**config.mk**
```make
export PLATFORM = sky130hd
export DESIGN_NAME = scs_top
export DESIGN_NICKNAME = d
export VERILOG_FILES = /design/src/scs_pkg.sv /design/src/scs_sel_if.sv /design/src/scs_timer.sv /design/src/scs_iddec.sv /design/src/scs_top.sv
export SDC_FILE = /design/constraint.sdc
export NUM_CORES = 1
export LEC_CHECK = 0
export BUFFER_PORTS_ARGS = -buffer_cell sky130_fd_sc_hd__buf_2
export CAP_MARGIN = 15
export CORE_AREA = 5 5 74 76
export CTS_CLUSTER_DIAMETER = 30
export CTS_CLUSTER_SIZE = 24
export DETAILED_ROUTE_END_ITERATION = 8
export DIE_AREA = 0 0 79 81
export PLACE_DENSITY = 0.76
export SKIP_CTS_REPAIR_TIMING = 1
export SLEW_MARGIN = 20
export SYNTH_ARGS = -nofsm -noshare
export SYNTH_HDL_FRONTEND = slang
export SYNTH_SLANG_ARGS = --single-unit
```
**constraint.sdc**
```tcl
create_clock -name sys_clk_i -period 2.3 [get_ports sys_clk_i]
set_input_delay 0.69 -clock sys_clk_i [delete_from_list [all_inputs] [get_ports sys_clk_i]]
set_output_delay 0.69 -clock sys_clk_i [all_outputs]
set_load 0.02 [all_outputs]
```
**src/scs_pkg.sv**
```systemverilog
// shared constants for the scam status and target id block
package scs_pkg;
  localparam logic [7:0] ADDR_SCAM = 8'h1A;
  localparam logic [7:0] ADDR_MAP_LOW = 8'h1B;
  localparam logic [7:0] ADDR_MAP_HIGH = 8'h1C;
  localparam logic [7:0] ADDR_SELECTED = 8'h20;
  localparam int BIT_SELO = 7;
  localparam int BIT_SELD = 6;
  localparam int BIT_ALT = 5;
  localparam int BIT_DFLT = 4;
  localparam logic [1:0] LVL_OFF = 2'h0;
  localparam logic [1:0] LVL_ONE = 2'h1;
  localparam logic [1:0] LVL_TWO = 2'h2;
  localparam logic [7:0] CTL_RST = 8'h00;
  localparam logic [7:0] MAP_RST = 8'h00;
  localparam logic [3:0] CAPTURED_RST = 4'h0;
  localparam logic [7:0] RD_RST = 8'h00;
  localparam int CLK_PERIOD_NS = 20;
  localparam int TIMER_HALF_NS = 51200;
  localparam int TIMER_HALF_CYC = TIMER_HALF_NS / CLK_PERIOD_NS;
  localparam int TIMER_CNT_W = 12;
endpackage : scs_pkg

```
**src/scs_sel_if.sv**
```systemverilog
// selection-in signals between the register top and the id decoder
`timescale 1ns/1ps
`default_nettype none
interface scs_sel_if;
  logic [15:0] map;
  logic sel_req;
  logic [3:0] sel_id;
  logic bus_free;
  logic claim;
  logic [3:0] captured;
  modport top (output map, output sel_req, output sel_id, output bus_free, input claim, input captured);
  modport dec (input map, input sel_req, input sel_id, input bus_free, output claim, output captured);
endinterface : scs_sel_if
`default_nettype wire

```
**src/scs_timer.sv**
```systemverilog
// free-running slow square-wave timer bit
`timescale 1ns/1ps
`default_nettype none
module scs_timer #(
  parameter int HALF_CYC = scs_pkg::TIMER_HALF_CYC
) (
  input wire logic sys_clk_i,
  input wire logic rst_i,
  input wire logic chip_rst_i,
  output logic slow_timer_bit_o
);
  typedef struct packed {
    logic [scs_pkg::TIMER_CNT_W-1:0] cnt;
    logic bit_v;
  } scs_tmr_t;

  localparam logic [scs_pkg::TIMER_CNT_W-1:0] LAST = scs_pkg::TIMER_CNT_W'(HALF_CYC - 1);

  scs_tmr_t s_r;
  scs_tmr_t s_nxt;

  always_comb begin
    s_nxt = s_r;
    if (chip_rst_i) begin
      s_nxt.cnt = '0; // see RULE_13
      s_nxt.bit_v = 1'b1;
    end else if (s_r.cnt == LAST) begin
      s_nxt.cnt = '0;
      s_nxt.bit_v = ~s_r.bit_v; // see RULE_12 see RULE_17
    end else begin
      s_nxt.cnt = s_r.cnt + 1'b1;
    end
  end

  // reads one in reset; first toggle comes one half period after release
  always_ff @(posedge sys_clk_i or posedge rst_i) begin
    if (rst_i) begin
      s_r <= '{cnt: '0, bit_v: 1'b1}; // see RULE_13
    end else begin
      s_r <= s_nxt;
    end
  end

  assign slow_timer_bit_o = s_r.bit_v;
endmodule : scs_timer
`default_nettype wire

```
**src/scs_iddec.sv**
```systemverilog
// selection-in target map decode and captured id
`timescale 1ns/1ps
`default_nettype none
module scs_iddec (
  input wire logic sys_clk_i,
  input wire logic rst_i,
  input wire logic chip_rst_i,
  scs_sel_if.dec sel
);
  typedef struct packed {
    logic claim;
    logic [3:0] captured;
  } scs_dec_t;

  scs_dec_t s_r;
  scs_dec_t s_nxt;

  always_comb begin
    s_nxt = s_r;
    s_nxt.claim = 1'b0;
    if (chip_rst_i || sel.bus_free) begin
      s_nxt.captured = scs_pkg::CAPTURED_RST; // see RULE_15
    end else if (sel.sel_req && sel.map[sel.sel_id]) begin
      s_nxt.claim = 1'b1; // see RULE_09
      s_nxt.captured = sel.sel_id; // see RULE_14 see RULE_11
    end
  end

  always_ff @(posedge sys_clk_i or posedge rst_i) begin
    if (rst_i) begin
      s_r <= '{claim: 1'b0, captured: scs_pkg::CAPTURED_RST}; // see RULE_15
    end else begin
      s_r <= s_nxt;
    end
  end

  assign sel.claim = s_r.claim;
  assign sel.captured = s_r.captured;
endmodule : scs_iddec
`default_nettype wire

```
**src/scs_top.sv**
```systemverilog
// scam status, target id map, captured id and slow timer registers
//
// Contract
// RULE_01 - with scam level zero every bit of the scam status reads zero.
// RULE_02 - status bit 7 mirrors the selection-out enable control bit.
// RULE_03 - selection done (bit 6) sets on a completed scam selection and clears on a later bus free after a clear request.
// RULE_04 - level 1 sets selection done only for own selections, level 2 also for selections by other devices.
// RULE_05 - the scsi interrupt is asserted whenever selection done is set, with no mask.
// RULE_06 - status bit 5 mirrors alternate timeout select and bit 4 the default id flag.
// RULE_07 - status bits 1-0 mirror the scam level and bits 3-2 read zero.
// RULE_08 - software loads the low and high target maps, one bit per id 0-7 and 8-15.
// RULE_09 - the target map is used only to decode incoming selections, never for reselection.
// RULE_10 - software puts the reselection id in the own id field before reselecting as target.
// RULE_11 - after a valid selection-in the responding id reads in the low 4 bits of the selected id register.
// RULE_12 - a free-running timer bit with a 102.40 us period reads as bit 7 of the selected id register.
// RULE_13 - the timer bit is one during chip reset and for 51.2 us after release.
// RULE_14 - the captured id loads from the bus id when the block claims the bus with busy.
// RULE_15 - the captured id clears on pci reset, software chip reset or bus free.
// RULE_16 - scam level 0 disables, 1 gives level 1, 2 adds selection detect and default id, 3 is reserved.
// RULE_17 - the timer bit toggles every 51.2 us half period.
`timescale 1ns/1ps
`default_nettype none
module scs_top #(
  parameter int HALF_CYC = scs_pkg::TIMER_HALF_CYC
) (
  input wire logic sys_clk_i,
  input wire logic rst_i,
  input wire logic chip_rst_i,
  input wire logic [7:0] addr_i,
  input wire logic [7:0] wr_data_i,
  input wire logic wr_i,
  input wire logic rd_i,
  output logic [7:0] rd_data_o,
  input wire logic sel_done_own_i,
  input wire logic sel_done_other_i,
  input wire logic bus_free_i,
  input wire logic sel_req_i,
  input wire logic [3:0] sel_id_i,
  output logic bsy_claim_o,
  output logic scsi_irq_o,
  output logic selection_out_enable_o,
  output logic alternate_timeout_select_o,
  output logic default_id_flag_o,
  output logic [1:0] scam_level_field_o
);
  typedef struct packed {
    logic selo;
    logic alt;
    logic dflt;
    logic [1:0] lvl;
    logic seld;
    logic clr_pend;
    logic [7:0] map_lo;
    logic [7:0] map_hi;
    logic [7:0] rd_data;
  } scs_state_t;

  scs_state_t s_r;
  scs_state_t s_nxt;
  logic timer_bit;
  logic [7:0] status_v;
  logic [1:0] wr_lvl;

  scs_sel_if sel ();

  scs_timer #(
    .HALF_CYC(HALF_CYC)
  ) u_timer (
    .sys_clk_i(sys_clk_i),
    .rst_i(rst_i),
    .chip_rst_i(chip_rst_i),
    .slow_timer_bit_o(timer_bit)
  );

  scs_iddec u_iddec (
    .sys_clk_i(sys_clk_i),
    .rst_i(rst_i),
    .chip_rst_i(chip_rst_i),
    .sel(sel.dec)
  );

  assign sel.map = {s_r.map_hi, s_r.map_lo}; // see RULE_08
  assign sel.sel_req = sel_req_i;
  assign sel.sel_id = sel_id_i;
  assign sel.bus_free = bus_free_i;
  assign wr_lvl = wr_data_i[1:0];

  always_comb begin
    status_v = 8'h00;
    if (s_r.lvl != scs_pkg::LVL_OFF) begin // see RULE_01
      status_v[scs_pkg::BIT_SELO] = s_r.selo; // see RULE_02
      status_v[scs_pkg::BIT_SELD] = s_r.seld; // see RULE_03
      status_v[scs_pkg::BIT_ALT] = s_r.alt; // see RULE_06
      status_v[scs_pkg::BIT_DFLT] = s_r.dflt; // see RULE_06
      status_v[1:0] = s_r.lvl; // see RULE_07
    end
  end

  always_comb begin
    s_nxt = s_r;
    s_nxt.rd_data = scs_pkg::RD_RST;
    if (wr_i) begin
      unique case (addr_i)
        scs_pkg::ADDR_SCAM: begin
          s_nxt.lvl = wr_lvl; // see RULE_16
          // upper control bits are held clear while scam is off
          s_nxt.selo = (wr_lvl != scs_pkg::LVL_OFF) && wr_data_i[scs_pkg::BIT_SELO];
          s_nxt.alt = (wr_lvl != scs_pkg::LVL_OFF) && wr_data_i[scs_pkg::BIT_ALT];
          // default id only exists at level 2
          s_nxt.dflt = (wr_lvl == scs_pkg::LVL_TWO) && wr_data_i[scs_pkg::BIT_DFLT]; // see RULE_16
          if (wr_data_i[scs_pkg::BIT_SELD]) begin
            s_nxt.clr_pend = 1'b1; // see RULE_03
          end
        end
        scs_pkg::ADDR_MAP_LOW: s_nxt.map_lo = wr_data_i; // see RULE_08
        scs_pkg::ADDR_MAP_HIGH: s_nxt.map_hi = wr_data_i; // see RULE_08
        default: ;
      endcase
    end
    if (rd_i) begin
      unique case (addr_i)
        scs_pkg::ADDR_SCAM: s_nxt.rd_data = status_v;
        scs_pkg::ADDR_MAP_LOW: s_nxt.rd_data = s_r.map_lo;
        scs_pkg::ADDR_MAP_HIGH: s_nxt.rd_data = s_r.map_hi;
        scs_pkg::ADDR_SELECTED: s_nxt.rd_data = {timer_bit, 3'h0, sel.captured}; // see RULE_11 see RULE_12
        default: s_nxt.rd_data = scs_pkg::RD_RST;
      endcase
    end
    // a pending clear is consumed by the next bus free
    if (bus_free_i && s_r.clr_pend) begin
      s_nxt.seld = 1'b0; // see RULE_03
      s_nxt.clr_pend = 1'b0;
    end
    // set after clear so a completion in the same cycle is not lost
    if ((s_r.lvl == scs_pkg::LVL_ONE || s_r.lvl == scs_pkg::LVL_TWO) && sel_done_own_i) begin
      s_nxt.seld = 1'b1; // see RULE_04
    end
    if (s_r.lvl == scs_pkg::LVL_TWO && sel_done_other_i) begin
      s_nxt.seld = 1'b1; // see RULE_04
    end
    if (chip_rst_i) begin
      s_nxt = '0;
    end
  end

  always_ff @(posedge sys_clk_i or posedge rst_i) begin
    if (rst_i) begin
      s_r <= '0;
    end else begin
      s_r <= s_nxt;
    end
  end

  assign rd_data_o = s_r.rd_data;
  assign scsi_irq_o = s_r.seld; // see RULE_05
  assign bsy_claim_o = sel.claim; // see RULE_14
  assign selection_out_enable_o = s_r.selo;
  assign alternate_timeout_select_o = s_r.alt;
  assign default_id_flag_o = s_r.dflt;
  assign scam_level_field_o = s_r.lvl;
endmodule : scs_top
`default_nettype wire

```
==> qor.yml, run 1 <==
cts:
  htree_levels: 2
  insertion_delay_ps: 300
  root_buffer: "clkbuf_8"
  cts_buffers: 5
  path_clk_slew_ps: 90
  cts_buffer_depth: 2
  cts_tree: "done"
  clock-sinks: 49
global_routing:
  grt_max_degree: 22
  first_global_vias: 1930
  grt.overflow.total: 0
  antenna_found_initial: 0
  grtUsageTotal_pct: 19.0
  grt_pass1_wl_mm: 9.38
detailed_routing:
  wl_per_cell_um: 16.1
  drc_errors: 0
  ant_nets: 0
  drt_pre_antenna_iters: 4
  vias: 1877
  routed_wl_mm: 5.43
  dr.first_iter.drc_count: 126
  vias_per_cell: 5.57
die:
  ios: 44
  die_h_um: 81
  start_util_pct: 53.4
  row_count: 25
  core_mm2: 0.00466
  die_area_mm2: 0.00640
  die_x_um: 79
setup_path:
  max_stage_delay_ps: 440
  cp.arrival_ps: 2020
  crit_path_start_kind: "input port"
  crit_buf_inv: 1
  crit_path_cell_trace: "buf_2 > nor2_1 > and4b_1 > nand4_2 > or3_1 > a21oi_1"
  cp_max_fo: 9
  critPathSlowestCell: "or3_1"
  reg2reg_slack_ps: 520
  path_class: "input port to flip-flop"
  endpoint_kind: "flip-flop"
  crit_family: "simple AND/OR/NAND/NOR gates"
  critPathRequiredTime_ps: 2530
power_and_ir_drop:
  intPower_mw: 1.27
  ir_worst_vdd_uv: 378
  swShare_pct: 21.9
  seqPwrFrac_pct: 53.8
  clkPwrFrac_pct: 39.1
  p_comb_share_pct: 7.1
  powerDensity_mw_per_mm2: 569
  leakage_nw: 1.47
  p_switching_mw: 0.354
finish:
  fin_area_mm2: 0.00285
  final_core_util_pct: 61.1
  nets: 314
  diodes: 0
  drive_above_1_share_pct: 25.8
  area_growth_pct: 14.4
  fill_cells: 392
hold_path:
  holdCritPathClass: "input port to async pin"
timing:
  rsz0062_at_grt: "false"
  finalHoldViolCount: 0
  setup_viol: 0
  finalCriticalPeriod_ps: 1790
  setup-tns-final_ps: 0
  slew_headroom_pct: 64.3
  fmax_mhz: 558
  slew_violations: 0
  tightest_slew_ps: 534
  post-route-period-util_pct: 78.0
  fin_skew_ps: 3.10
placed_design:
  dpl.hpwl_mm: 4.07
  placed_cell_area_mm2: 0.00273
  gp_congestion: 0.869
  port_buffers: 43
synthesis:
  synth_edf_count: 0
  netlist_top_cells_area: "dfrtp_1 48%, mux2i_1 10%, nor2_1 5.4%, nand2_1 3.5%, buf_4 3.0%"
  ys_ff_latch: 49
  ys_top_cells_by_count: "48 x dfrtp_1, 36 x nor2_1, 25 x mux2i_1"
  yosys.area.top_type: "dfrtp_1"
  synth_cells: 240
  synth_seq_area_share_pct: 49.3
  syn_area_mm2: 0.00249
  synth_top_area_share_pct: 48.2
  syn-num-nets: 272
  synthArstFlopShare_pct: 100
  synth_area_per_cell_um2: 10.4
  yosysMostFrequentCell: "dfrtp_1"
  ys.flop_type: "dfrtp_1"
  synth_cell_types: 42
  yosysWarningCount: 0
flow_run:
  cap_viol_max_count: 0
run_status:
  status: "finished, final reports clean"
-- routing by layer --
metal / global-route usage (%) / part of all wire, %
met1: 27.0 / 47
met2: 28.4 / 46
met3: 4.43 / 4.5
met4: 6.70 / 2.0
met5: 0 / 0
-- worst register-to-register path: cells and delay by family, from the launching register on --
| kind | cells | cell delay (ps) |
|---|---|---|
| flops | 1 | 410 |
| simple gates | 5 | 1070 |
| fa+ha+maj | 1 | 220 |
-- state kept, by name, summed over array words and instances, names as in the netlist --
name                        cells
u_timer.s_r                    12
u_iddec.sel.claim               1
s_r                            17
scsi_irq_o                      1
u_iddec.sel.captured            4
alternate_timeout_select_o      1
scam_level_field_o              2
selection_out_enable_o          1
default_id_flag_o               1
u_timer.slow_timer_bit_o        1
rd_data_o                       8
-- kinds of logic after synthesis --
| family | synth area share, % |
|---|---|
| XOR/XNOR | 3.87 |
| adder cells (fa/ha/maj) | 1.51 |
| AO/OA/AOI/OAI | 9.20 |
| flip-flops | 49.3 |
| multiplexers | 11.9 |
| AND/OR/NAND/NOR | 18.7 |
| buffers and inverters | 5.58 |
-- placed cells by master, fill, tap and decap left out, drive strengths merged, types with 2 or more instances in the layout --
cell / count
nand4: 4
buf: 53
ha: 3
nor2b: 4
dfrtp: 48
and4: 2
o2111ai: 2
xor2: 6
inv: 6
a21oi: 12
and2: 2
or2: 3
nand3: 4
a32oi: 2
mux2i: 25
clkbuf: 7
a22o: 3
nand2b: 2
nor2: 36
nand2: 24
a22oi: 8
xnor2: 5
mux4: 2
o21ai: 3
and3: 5
nor3b: 2
-- power by group through the flow --
stage                     Clock (mW)  Sequential (mW)  Combinational [mW]
final                          0.633            0.872               0.115
after global placement             0            0.889               0.114
after detailed placement           0            0.889               0.116
after floorplan                    0            0.889              0.0612
after CTS                      0.656            0.872               0.117
after global routing           0.697            0.873               0.131
-- metrics by stage --
stage	setup slack, ps	hold slack, ps	instances	total power [mW]
floorplan	363	448	240	0.950
global placement	274	470	329	1.00
detailed placement	207	473	329	1.00
CTS	496	375	337	1.64
global route	346	411	337	1.70
finish	507	380	337	1.62
-- layout make-up --
type / count / area (um2) / share of cell area, %
sequential: 49 / 1230 / 43.1
clock buffer: 7 / 86.3 / 3.03
multi-input combinational: 167 / 1120 / 39.5
tap: 54 / 67.6 / 2.37
clock inverter: 1 / 30.0 / 1.05
timing repair buffer: 53 / 290 / 10.2
inverter: 6 / 22.5 / 0.791
-- final timing paths --
path	start	end	cells after the start
hold reg to reg	u_timer.s_r[1]	u_timer.s_r[1]	1
max in group asynchronous	rst_i	u_timer.slow_timer_bit_o	3
min in group sys_clk_i	u_timer.s_r[1]	u_timer.s_r[1]	1
setup / recovery	addr_i[7]	default_id_flag_o	6
hold / removal	rst_i	default_id_flag_o	2
setup reg to reg	u_timer.s_r[1]	u_timer.s_r[8]	6
Note: power is estimated with default switching activity, not from simulation.
==> run 2, diff against run 1 <==
--- a/config.mk
+++ b/config.mk
@@ -5,14 +5,15 @@
 export SDC_FILE = /design/constraint.sdc
 export NUM_CORES = 1
 export LEC_CHECK = 0
+export ABC_AREA = 1
 export BUFFER_PORTS_ARGS = -buffer_cell sky130_fd_sc_hd__buf_2
 export CAP_MARGIN = 15
-export CORE_AREA = 5 5 74 76
+export CORE_AREA = 5 5 75 77
 export CTS_CLUSTER_DIAMETER = 30
 export CTS_CLUSTER_SIZE = 24
 export DETAILED_ROUTE_END_ITERATION = 8
-export DIE_AREA = 0 0 79 81
-export PLACE_DENSITY = 0.76
+export DIE_AREA = 0 0 80 82
+export PLACE_DENSITY = 0.78
 export SKIP_CTS_REPAIR_TIMING = 1
 export SLEW_MARGIN = 20
 export SYNTH_ARGS = -nofsm -noshare
==> constraint.sdc (replaced) <==
create_clock -name sys_clk_i -period 1.7 [get_ports sys_clk_i]
set_input_delay 0.51 -clock sys_clk_i [delete_from_list [all_inputs] [get_ports sys_clk_i]]
set_output_delay 0.51 -clock sys_clk_i [all_outputs]
set_load 0.02 [all_outputs]
==> run 2 against run 1 <==
Net effect:
- clock skew increased by 9.1 ps
- core utilization increased by 1.1 points
- register-to-register slack got worse by 370 ps
- worst setup slack got worse by 360 ps
- via count increased by 20%
- sequential share of layout area decreased by 3.2 points
- critical path type is now flip-flop to flip-flop
- critical endpoint is now u_timer.s_r[12]
==> qor.yml, run 2 <==
run_status:
  status: "finished, final reports clean"
synthesis:
  syn-num-nets: 349  # +28%
  synthArstFlopShare_pct: 100  # unchanged
  synth_edf_count: 0  # unchanged
  synth_cell_types: 36  # -14%
  synth_top_area_share_pct: 45.5  # -2.7 points
  ys_ff_latch: 49  # unchanged
  yosysWarningCount: 0  # unchanged
  yosys.area.top_type: "dfrtp_1"
  netlist_top_cells_area: "dfrtp_1 46%, nand2_1 11%, inv_1 5.1%, nand3_1 4.7%, o21ai_2 4.6%"
  yosysMostFrequentCell: "nand2_1"
  ys.flop_type: "dfrtp_1"
  syn_area_mm2: 0.00264  # +5.9%
  synth_cells: 317  # +32%
  synth_seq_area_share_pct: 46.5  # -2.8 points
  ys_top_cells_by_count: "76 x nand2_1, 48 x dfrtp_1, 36 x inv_1"
  synth_area_per_cell_um2: 8.32  # -20%
timing:
  finalHoldViolCount: 0  # unchanged
  rsz0062_at_grt: "false"
  slew_violations: 0  # unchanged
  fmax_mhz: 644
  post-route-period-util_pct: 91.4
  final.setup.worst_slack_ps: 146  # -361 ps
  fin_skew_ps: 12.2  # +9.13 ps
  finalCriticalPeriod_ps: 1550
  setup_viol: 0  # unchanged
  tightest_slew_ps: 877  # +344 ps
  setup-tns-final_ps: 0  # unchanged
  slew_headroom_pct: 41.5  # -23 points
detailed_routing:
  ant_nets: 0  # unchanged
  routed_wl_mm: 6.11  # +13%
  drt_pre_antenna_iters: 4  # unchanged
  wl_per_cell_um: 13.8  # -14%
  vias: 2253  # +20%
  vias_per_cell: 5.10  # -8.5%
  dr.first_iter.drc_count: 181  # +44%
  drc_errors: 0  # unchanged
finish:
  area_growth_pct: 16.7
  largest-register: "s_r"
  drive_above_1_share_pct: 28.8  # +3.0 points
  final_cell_mix: "75 x nand2_1, 48 x dfrtp_1, 43 x buf_2"
  fill_cells: 464  # +18%
  diodes: 0  # unchanged
  largest_register_ffs: 17  # unchanged
  final_common_cell: "nand2_1"
  nets: 403  # +28%
setup_path:
  crit_path_start_kind: "flip-flop"
  critPathRequiredTime_ps: 1910  # -620 ps
  endpoint_kind: "flip-flop"
  max_stage_delay_ps: 390  # -50 ps
  critPathSlowestCell: "dfrtp_1"
  cp_max_fo: 7  # -2
  path_class: "flip-flop to flip-flop"
  cp.arrival_ps: 1760  # -260 ps
  crit_path_cell_trace: "ha_1 > nand2_2 > nor2_4 > nand2_1 > nor2_1 > nand4_1 > nand2_2 > nor2_1"
die:
  core_mm2: 0.00494  # +6.1%
  die_h_um: 82  # +1.2%
  die_x_um: 80  # +1.3%
  start_util_pct: 53.3  # -0.083 points
  die_area_mm2: 0.00656  # +2.5%
  row_count: 26  # +4.0%
  ios: 44  # unchanged
cts:
  cts_buffer_depth: 2  # unchanged
  cts_tree: "done"
  htree_levels: 2  # unchanged
  root_buffer: "clkbuf_8"
  cts_buffers: 5  # unchanged
  clock-sinks: 49  # unchanged
  insertion_delay_ps: 310  # about the same
  path_clk_slew_ps: 100  # about the same
power_and_ir_drop:
  clkPwrFrac_pct: 32.6  # -6.5 points
  leakage_nw: 1.57  # +6.8%
  seqPwrFrac_pct: 53.9  # about the same
  intPower_mw: 1.66  # +31%
  swShare_pct: 27.8  # +5.9 points
  p_comb_share_pct: 13.5  # +6.4 points
  powerDensity_mw_per_mm2: 746  # +31%
  p_switching_mw: 0.637  # +80%
  ir_worst_vdd_uv: 391  # +3.5%
placed_design:
  port_buffers: 43  # unchanged
  gp_congestion: 0.855  # -1.6%
  pre_cts_ws_ps: -170  # -377 ps
  dpl.hpwl_mm: 4.73  # +16%
global_routing:
  grtUsageTotal_pct: 20.5  # +1.6 points
  first_global_vias: 2157  # +12%
  grt_max_degree: 17  # -23%
  grt.overflow.total: 0  # unchanged
  grt_pass1_wl_mm: 10.2  # +9.3%
  antenna_found_initial: 0  # unchanged
hold_path:
  holdCritPathClass: "input port to async pin"
flow_run:
  cap_viol_max_count: 0  # unchanged
run 2: cell families (layout without fill, tap and decap cells):
kind of cell             after synthesis  after routing  share of synthesized area, %
XOR/XNOR                               3              3                         0.996
flip-flops                            49             49                          46.5
AO/OA/AOI/OAI                         45             45                          11.9
adder cells (fa/ha/maj)                3              3                          1.42
buffers and inverters                 55            110                          10.2
AND/OR/NAND/NOR                      162            162                          29.0
run 2: routing by layer:
| metal | up-vias | track usage (%) | wire, um |
|---|---|---|---|
| met2 | 86 | 32.6 | 2830 |
| met5 | - | 0 | 0 |
| met4 | 0 | 8.95 | 134 |
| met1 | 1025 | 27.2 | 2740 |
| met3 | 14 | 4.28 | 400 |
| li1 | 1128 | - | - |
run 2: worst paths after layout:
path / from / to / slack, ps / cells after the start
max in group asynchronous: rst_i / s_r[20] / 1030 / 3
min in group sys_clk_i: bus_free_i / u_iddec.sel.claim / 430 / 2
worst max-delay path: u_timer.s_r[1] / u_timer.s_r[12] / 150 / 8
worst max register to register: u_timer.s_r[1] / u_timer.s_r[12] / 150 / 8
worst min-delay path: rst_i / scsi_irq_o / 140 / 2
worst min register to register: s_r[11] / s_r[11] / 490 / 2
run 2: power groups by stage:
| stage | registers (mW) | clock network, mW | logic, mW |
|---|---|---|---|
| final | 1.24 | 0.749 | 0.310 |
| after global routing | 1.24 | 0.818 | 0.351 |
| after CTS | 1.24 | 0.755 | 0.308 |
| after detailed placement | 1.26 | 0 | 0.306 |
| after global placement | 1.26 | 0 | 0.296 |
| after floorplan | 1.25 | 0 | 0.196 |
run 2: final cells by class:
cell class / count / area (um2) / share of cell area, %
clock buffer: 6 / 82.6 / 2.68
clock inverter: 2 / 17.5 / 0.569
inverter: 40 / 154 / 5.00
multi-input combinational: 213 / 1150 / 37.4
sequential: 49 / 1230 / 39.9
tap: 70 / 87.6 / 2.85
timing repair buffer: 62 / 358 / 11.6
run 2: through the flow:
stage                     hold slack, ps  cells  power (mW)  utilization (%)  cell area [um2]
after global routing                 159    442        2.41             62.2             3080
after detailed placement             464    431        1.57             59.6             2950
after CTS                            156    439        2.30             61.6             3050
after global placement               448    431        1.55             59.6             2950
after floorplan                      433    317        1.45                -             2640
final                                140    442        2.30             62.2             3080
run 2: critical path, delay by kind of cell, from the launching register on:
| family | cells | cell delay, ps |
|---|---|---|
| flops | 1 | 390 |
| fa+ha+maj | 1 | 190 |
| simple gates | 7 | 870 |
==> run 3, diff against run 2 <==
--- a/config.mk
+++ b/config.mk
@@ -14,6 +14,7 @@
 export DETAILED_ROUTE_END_ITERATION = 8
 export DIE_AREA = 0 0 80 82
 export PLACE_DENSITY = 0.78
+export SETUP_SLACK_MARGIN = 0.15
 export SKIP_CTS_REPAIR_TIMING = 1
 export SLEW_MARGIN = 20
 export SYNTH_ARGS = -nofsm -noshare
==> run 3 against run 2 <==
Net effect:
- clock power decreased by 4.1%
- cell count increased by 0.68%
- wire length decreased by 2.6%
- die area unchanged
- largest power group unchanged
==> qor.yml, run 3 (synthesis results as in run 2) <==
run_status:
  status: "finished, final reports clean"
finish:
  nets: 406  # +0.74%
  final_common_cell: "nand2_1"
  drive_above_1_share_pct: 30.9  # +2.2 points
  stdcell_count: 445  # +0.68%
  fill_cells: 447  # -3.7%
  largest-register: "s_r"
  final_cell_mix: "74 x nand2_1, 48 x dfrtp_1, 43 x buf_2"
  area_growth_pct: 19.4
  largest_register_ffs: 17  # unchanged
  diodes: 0  # unchanged
timing:
  holdWs_ps: 244  # +104 ps
  tightest_slew_ps: 509  # -368 ps
  finalCriticalPeriod_ps: 1490  # -62.6 ps
  rsz0062_at_grt: "true"
  post-route-period-util_pct: 87.7  # -3.7 points
  fin_skew_ps: 11.4  # -0.848 ps
  setup-tns-final_ps: 0  # unchanged
  finalHoldViolCount: 0  # unchanged
  setup_viol: 0  # unchanged
  slew_headroom_pct: 66.0  # +24 points
  final.setup.worst_slack_ps: 209  # +62.6 ps
  fmax_mhz: 671  # +4.2%
  slew_violations: 0  # unchanged
cts:
  cts_buffers: 5  # unchanged
  cts_buffer_depth: 2  # unchanged
  root_buffer: "clkbuf_8"
  insertion_delay_ps: 310  # about the same
  cts_tree: "done"
  htree_levels: 2  # unchanged
  clock-sinks: 49  # unchanged
  path_clk_slew_ps: 90  # about the same
global_routing:
  grt_pass1_wl_mm: 9.98  # -2.6%
  grtUsageTotal_pct: 19.7  # -0.85 points
  grt.overflow.total: 0  # unchanged
  first_global_vias: 2279  # +5.7%
  grt_max_degree: 50  # +33
  antenna_found_initial: 0  # unchanged
detailed_routing:
  ant_nets: 0  # unchanged
  wl_per_cell_um: 13.4  # -3.2%
  drt_pre_antenna_iters: 5  # +1
  vias: 2270  # +0.75%
  vias_per_cell: 5.10  # about the same
  dr.first_iter.drc_count: 133  # -27%
  routed_wl_mm: 5.95  # -2.6%
  drc_errors: 0  # unchanged
die:
  core_mm2: 0.00494  # unchanged
  die_area_mm2: 0.00656  # unchanged
  ios: 44  # unchanged
  start_util_pct: 53.3  # unchanged
  die_x_um: 80  # unchanged
  row_count: 26  # unchanged
  die_h_um: 82  # unchanged
power_and_ir_drop:
  powerDensity_mw_per_mm2: 722  # -3.3%
  clkPwrFrac_pct: 31.6  # -1.0 points
  intPower_mw: 1.66  # about the same
  p_comb_share_pct: 14.0  # +0.5 points
  ir_worst_vdd_uv: 336  # -14%
  leakage_nw: 1.60  # +2.0%
  swShare_pct: 27.0  # -0.76 points
  p_switching_mw: 0.614  # -3.7%
  seqPwrFrac_pct: 54.4  # +0.5 points
placed_design:
  dp.cells: 432  # +0.23%
  pre_cts_ws_ps: -124  # +45.9 ps
  port_buffers: 43  # unchanged
  dpl.hpwl_mm: 4.48  # -5.3%
  gp_congestion: 0.861  # +0.73%
setup_path:
  cp_max_fo: 7  # unchanged
  endpoint_kind: "flip-flop"
  crit_path_start_kind: "flip-flop"
  critPathSlowestCell: "dfrtp_1"
  path_class: "flip-flop to flip-flop"
  crit_family: "simple AND/OR/NAND/NOR gates"
  max_stage_delay_ps: 370  # -20 ps
  cp.arrival_ps: 1690  # -70 ps
  crit_buf_inv: 0  # unchanged
  crit_path_cell_trace: "ha_2 > nand2_4 > nor2_4 > nand2_2 > nor2_4 > nand4_1 > nand2_2 > nor3b_1"
  critPathRequiredTime_ps: 1900  # about the same
flow_run:
  cap_viol_max_count: 0  # unchanged
hold_path:
  holdCritPathClass: "input port to async pin"
run 3: cell types whose count changed in the layout (fill, tap and decap cells not counted), sizes merged:
cell      delta
clkinvlp     +1
clkinv       +1
buf          +3
inv          -2
run 3: cell type report:
type | count | area, um2 | area share (%)
clock buffer | 6 | 82.6 | 2.62
clock inverter | 2 | 13.8 | 0.437
inverter | 40 | 158 | 5.00
multi-input combinational | 213 | 1190 | 37.7
sequential | 49 | 1230 | 39.0
tap | 70 | 87.6 | 2.78
timing repair buffer | 65 | 393 | 12.5
run 3: final timing paths:
check	slack (ps)	startpoint	end	cells past startpoint
worst max register to register	210	u_timer.s_r[1]	u_timer.s_r[4]	8
max in group asynchronous	1180	rst_i	u_timer.slow_timer_bit_o	3
worst min register to register	490	s_r[20]	s_r[20]	2
worst max-delay path	210	u_timer.s_r[1]	u_timer.s_r[4]	8
worst min-delay path	240	rst_i	rd_data_o[7]	3
min in group sys_clk_i	430	bus_free_i	u_iddec.sel.claim	2
run 3: metrics by stage:
step	power [mW]	util (%)	cell area [um2]
after floorplan	1.45	-	2640
after global placement	1.56	60.1	2970
after detailed placement	1.57	60.1	2970
after CTS	2.28	62.0	3070
after global routing	2.40	63.7	3150
final	2.27	63.7	3150
run 3: worst register-to-register path: stages, from the launching register on:
cell     delay (ps)
dfrtp_1         370
ha_2            210
nand2_4          70
nor2_4          120
nand2_2          90
nor2_4          110
nand4_1         150
nand2_2         190
nor3b_1          70
run 3: layer usage:
layer | vias up | part of all wire (%) | wire length (um) | track usage (%)
met2 | 80 | 46 | 2730 | 31.7
li1 | 1132 | - | - | -
met3 | 9 | 7.1 | 420 | 5.04
met1 | 1049 | 45 | 2690 | 25.4
met4 | 0 | 1.7 | 102 | 7.94
met5 | - | 0 | 0 | 0
run 3: power by group through the flow:
stage	logic, mW	clock network, mW	registers [mW]
finish	0.318	0.718	1.24
global route	0.363	0.792	1.24
CTS	0.310	0.730	1.24
detailed placement	0.309	0	1.26
global placement	0.301	0	1.26
floorplan	0.197	0	1.25
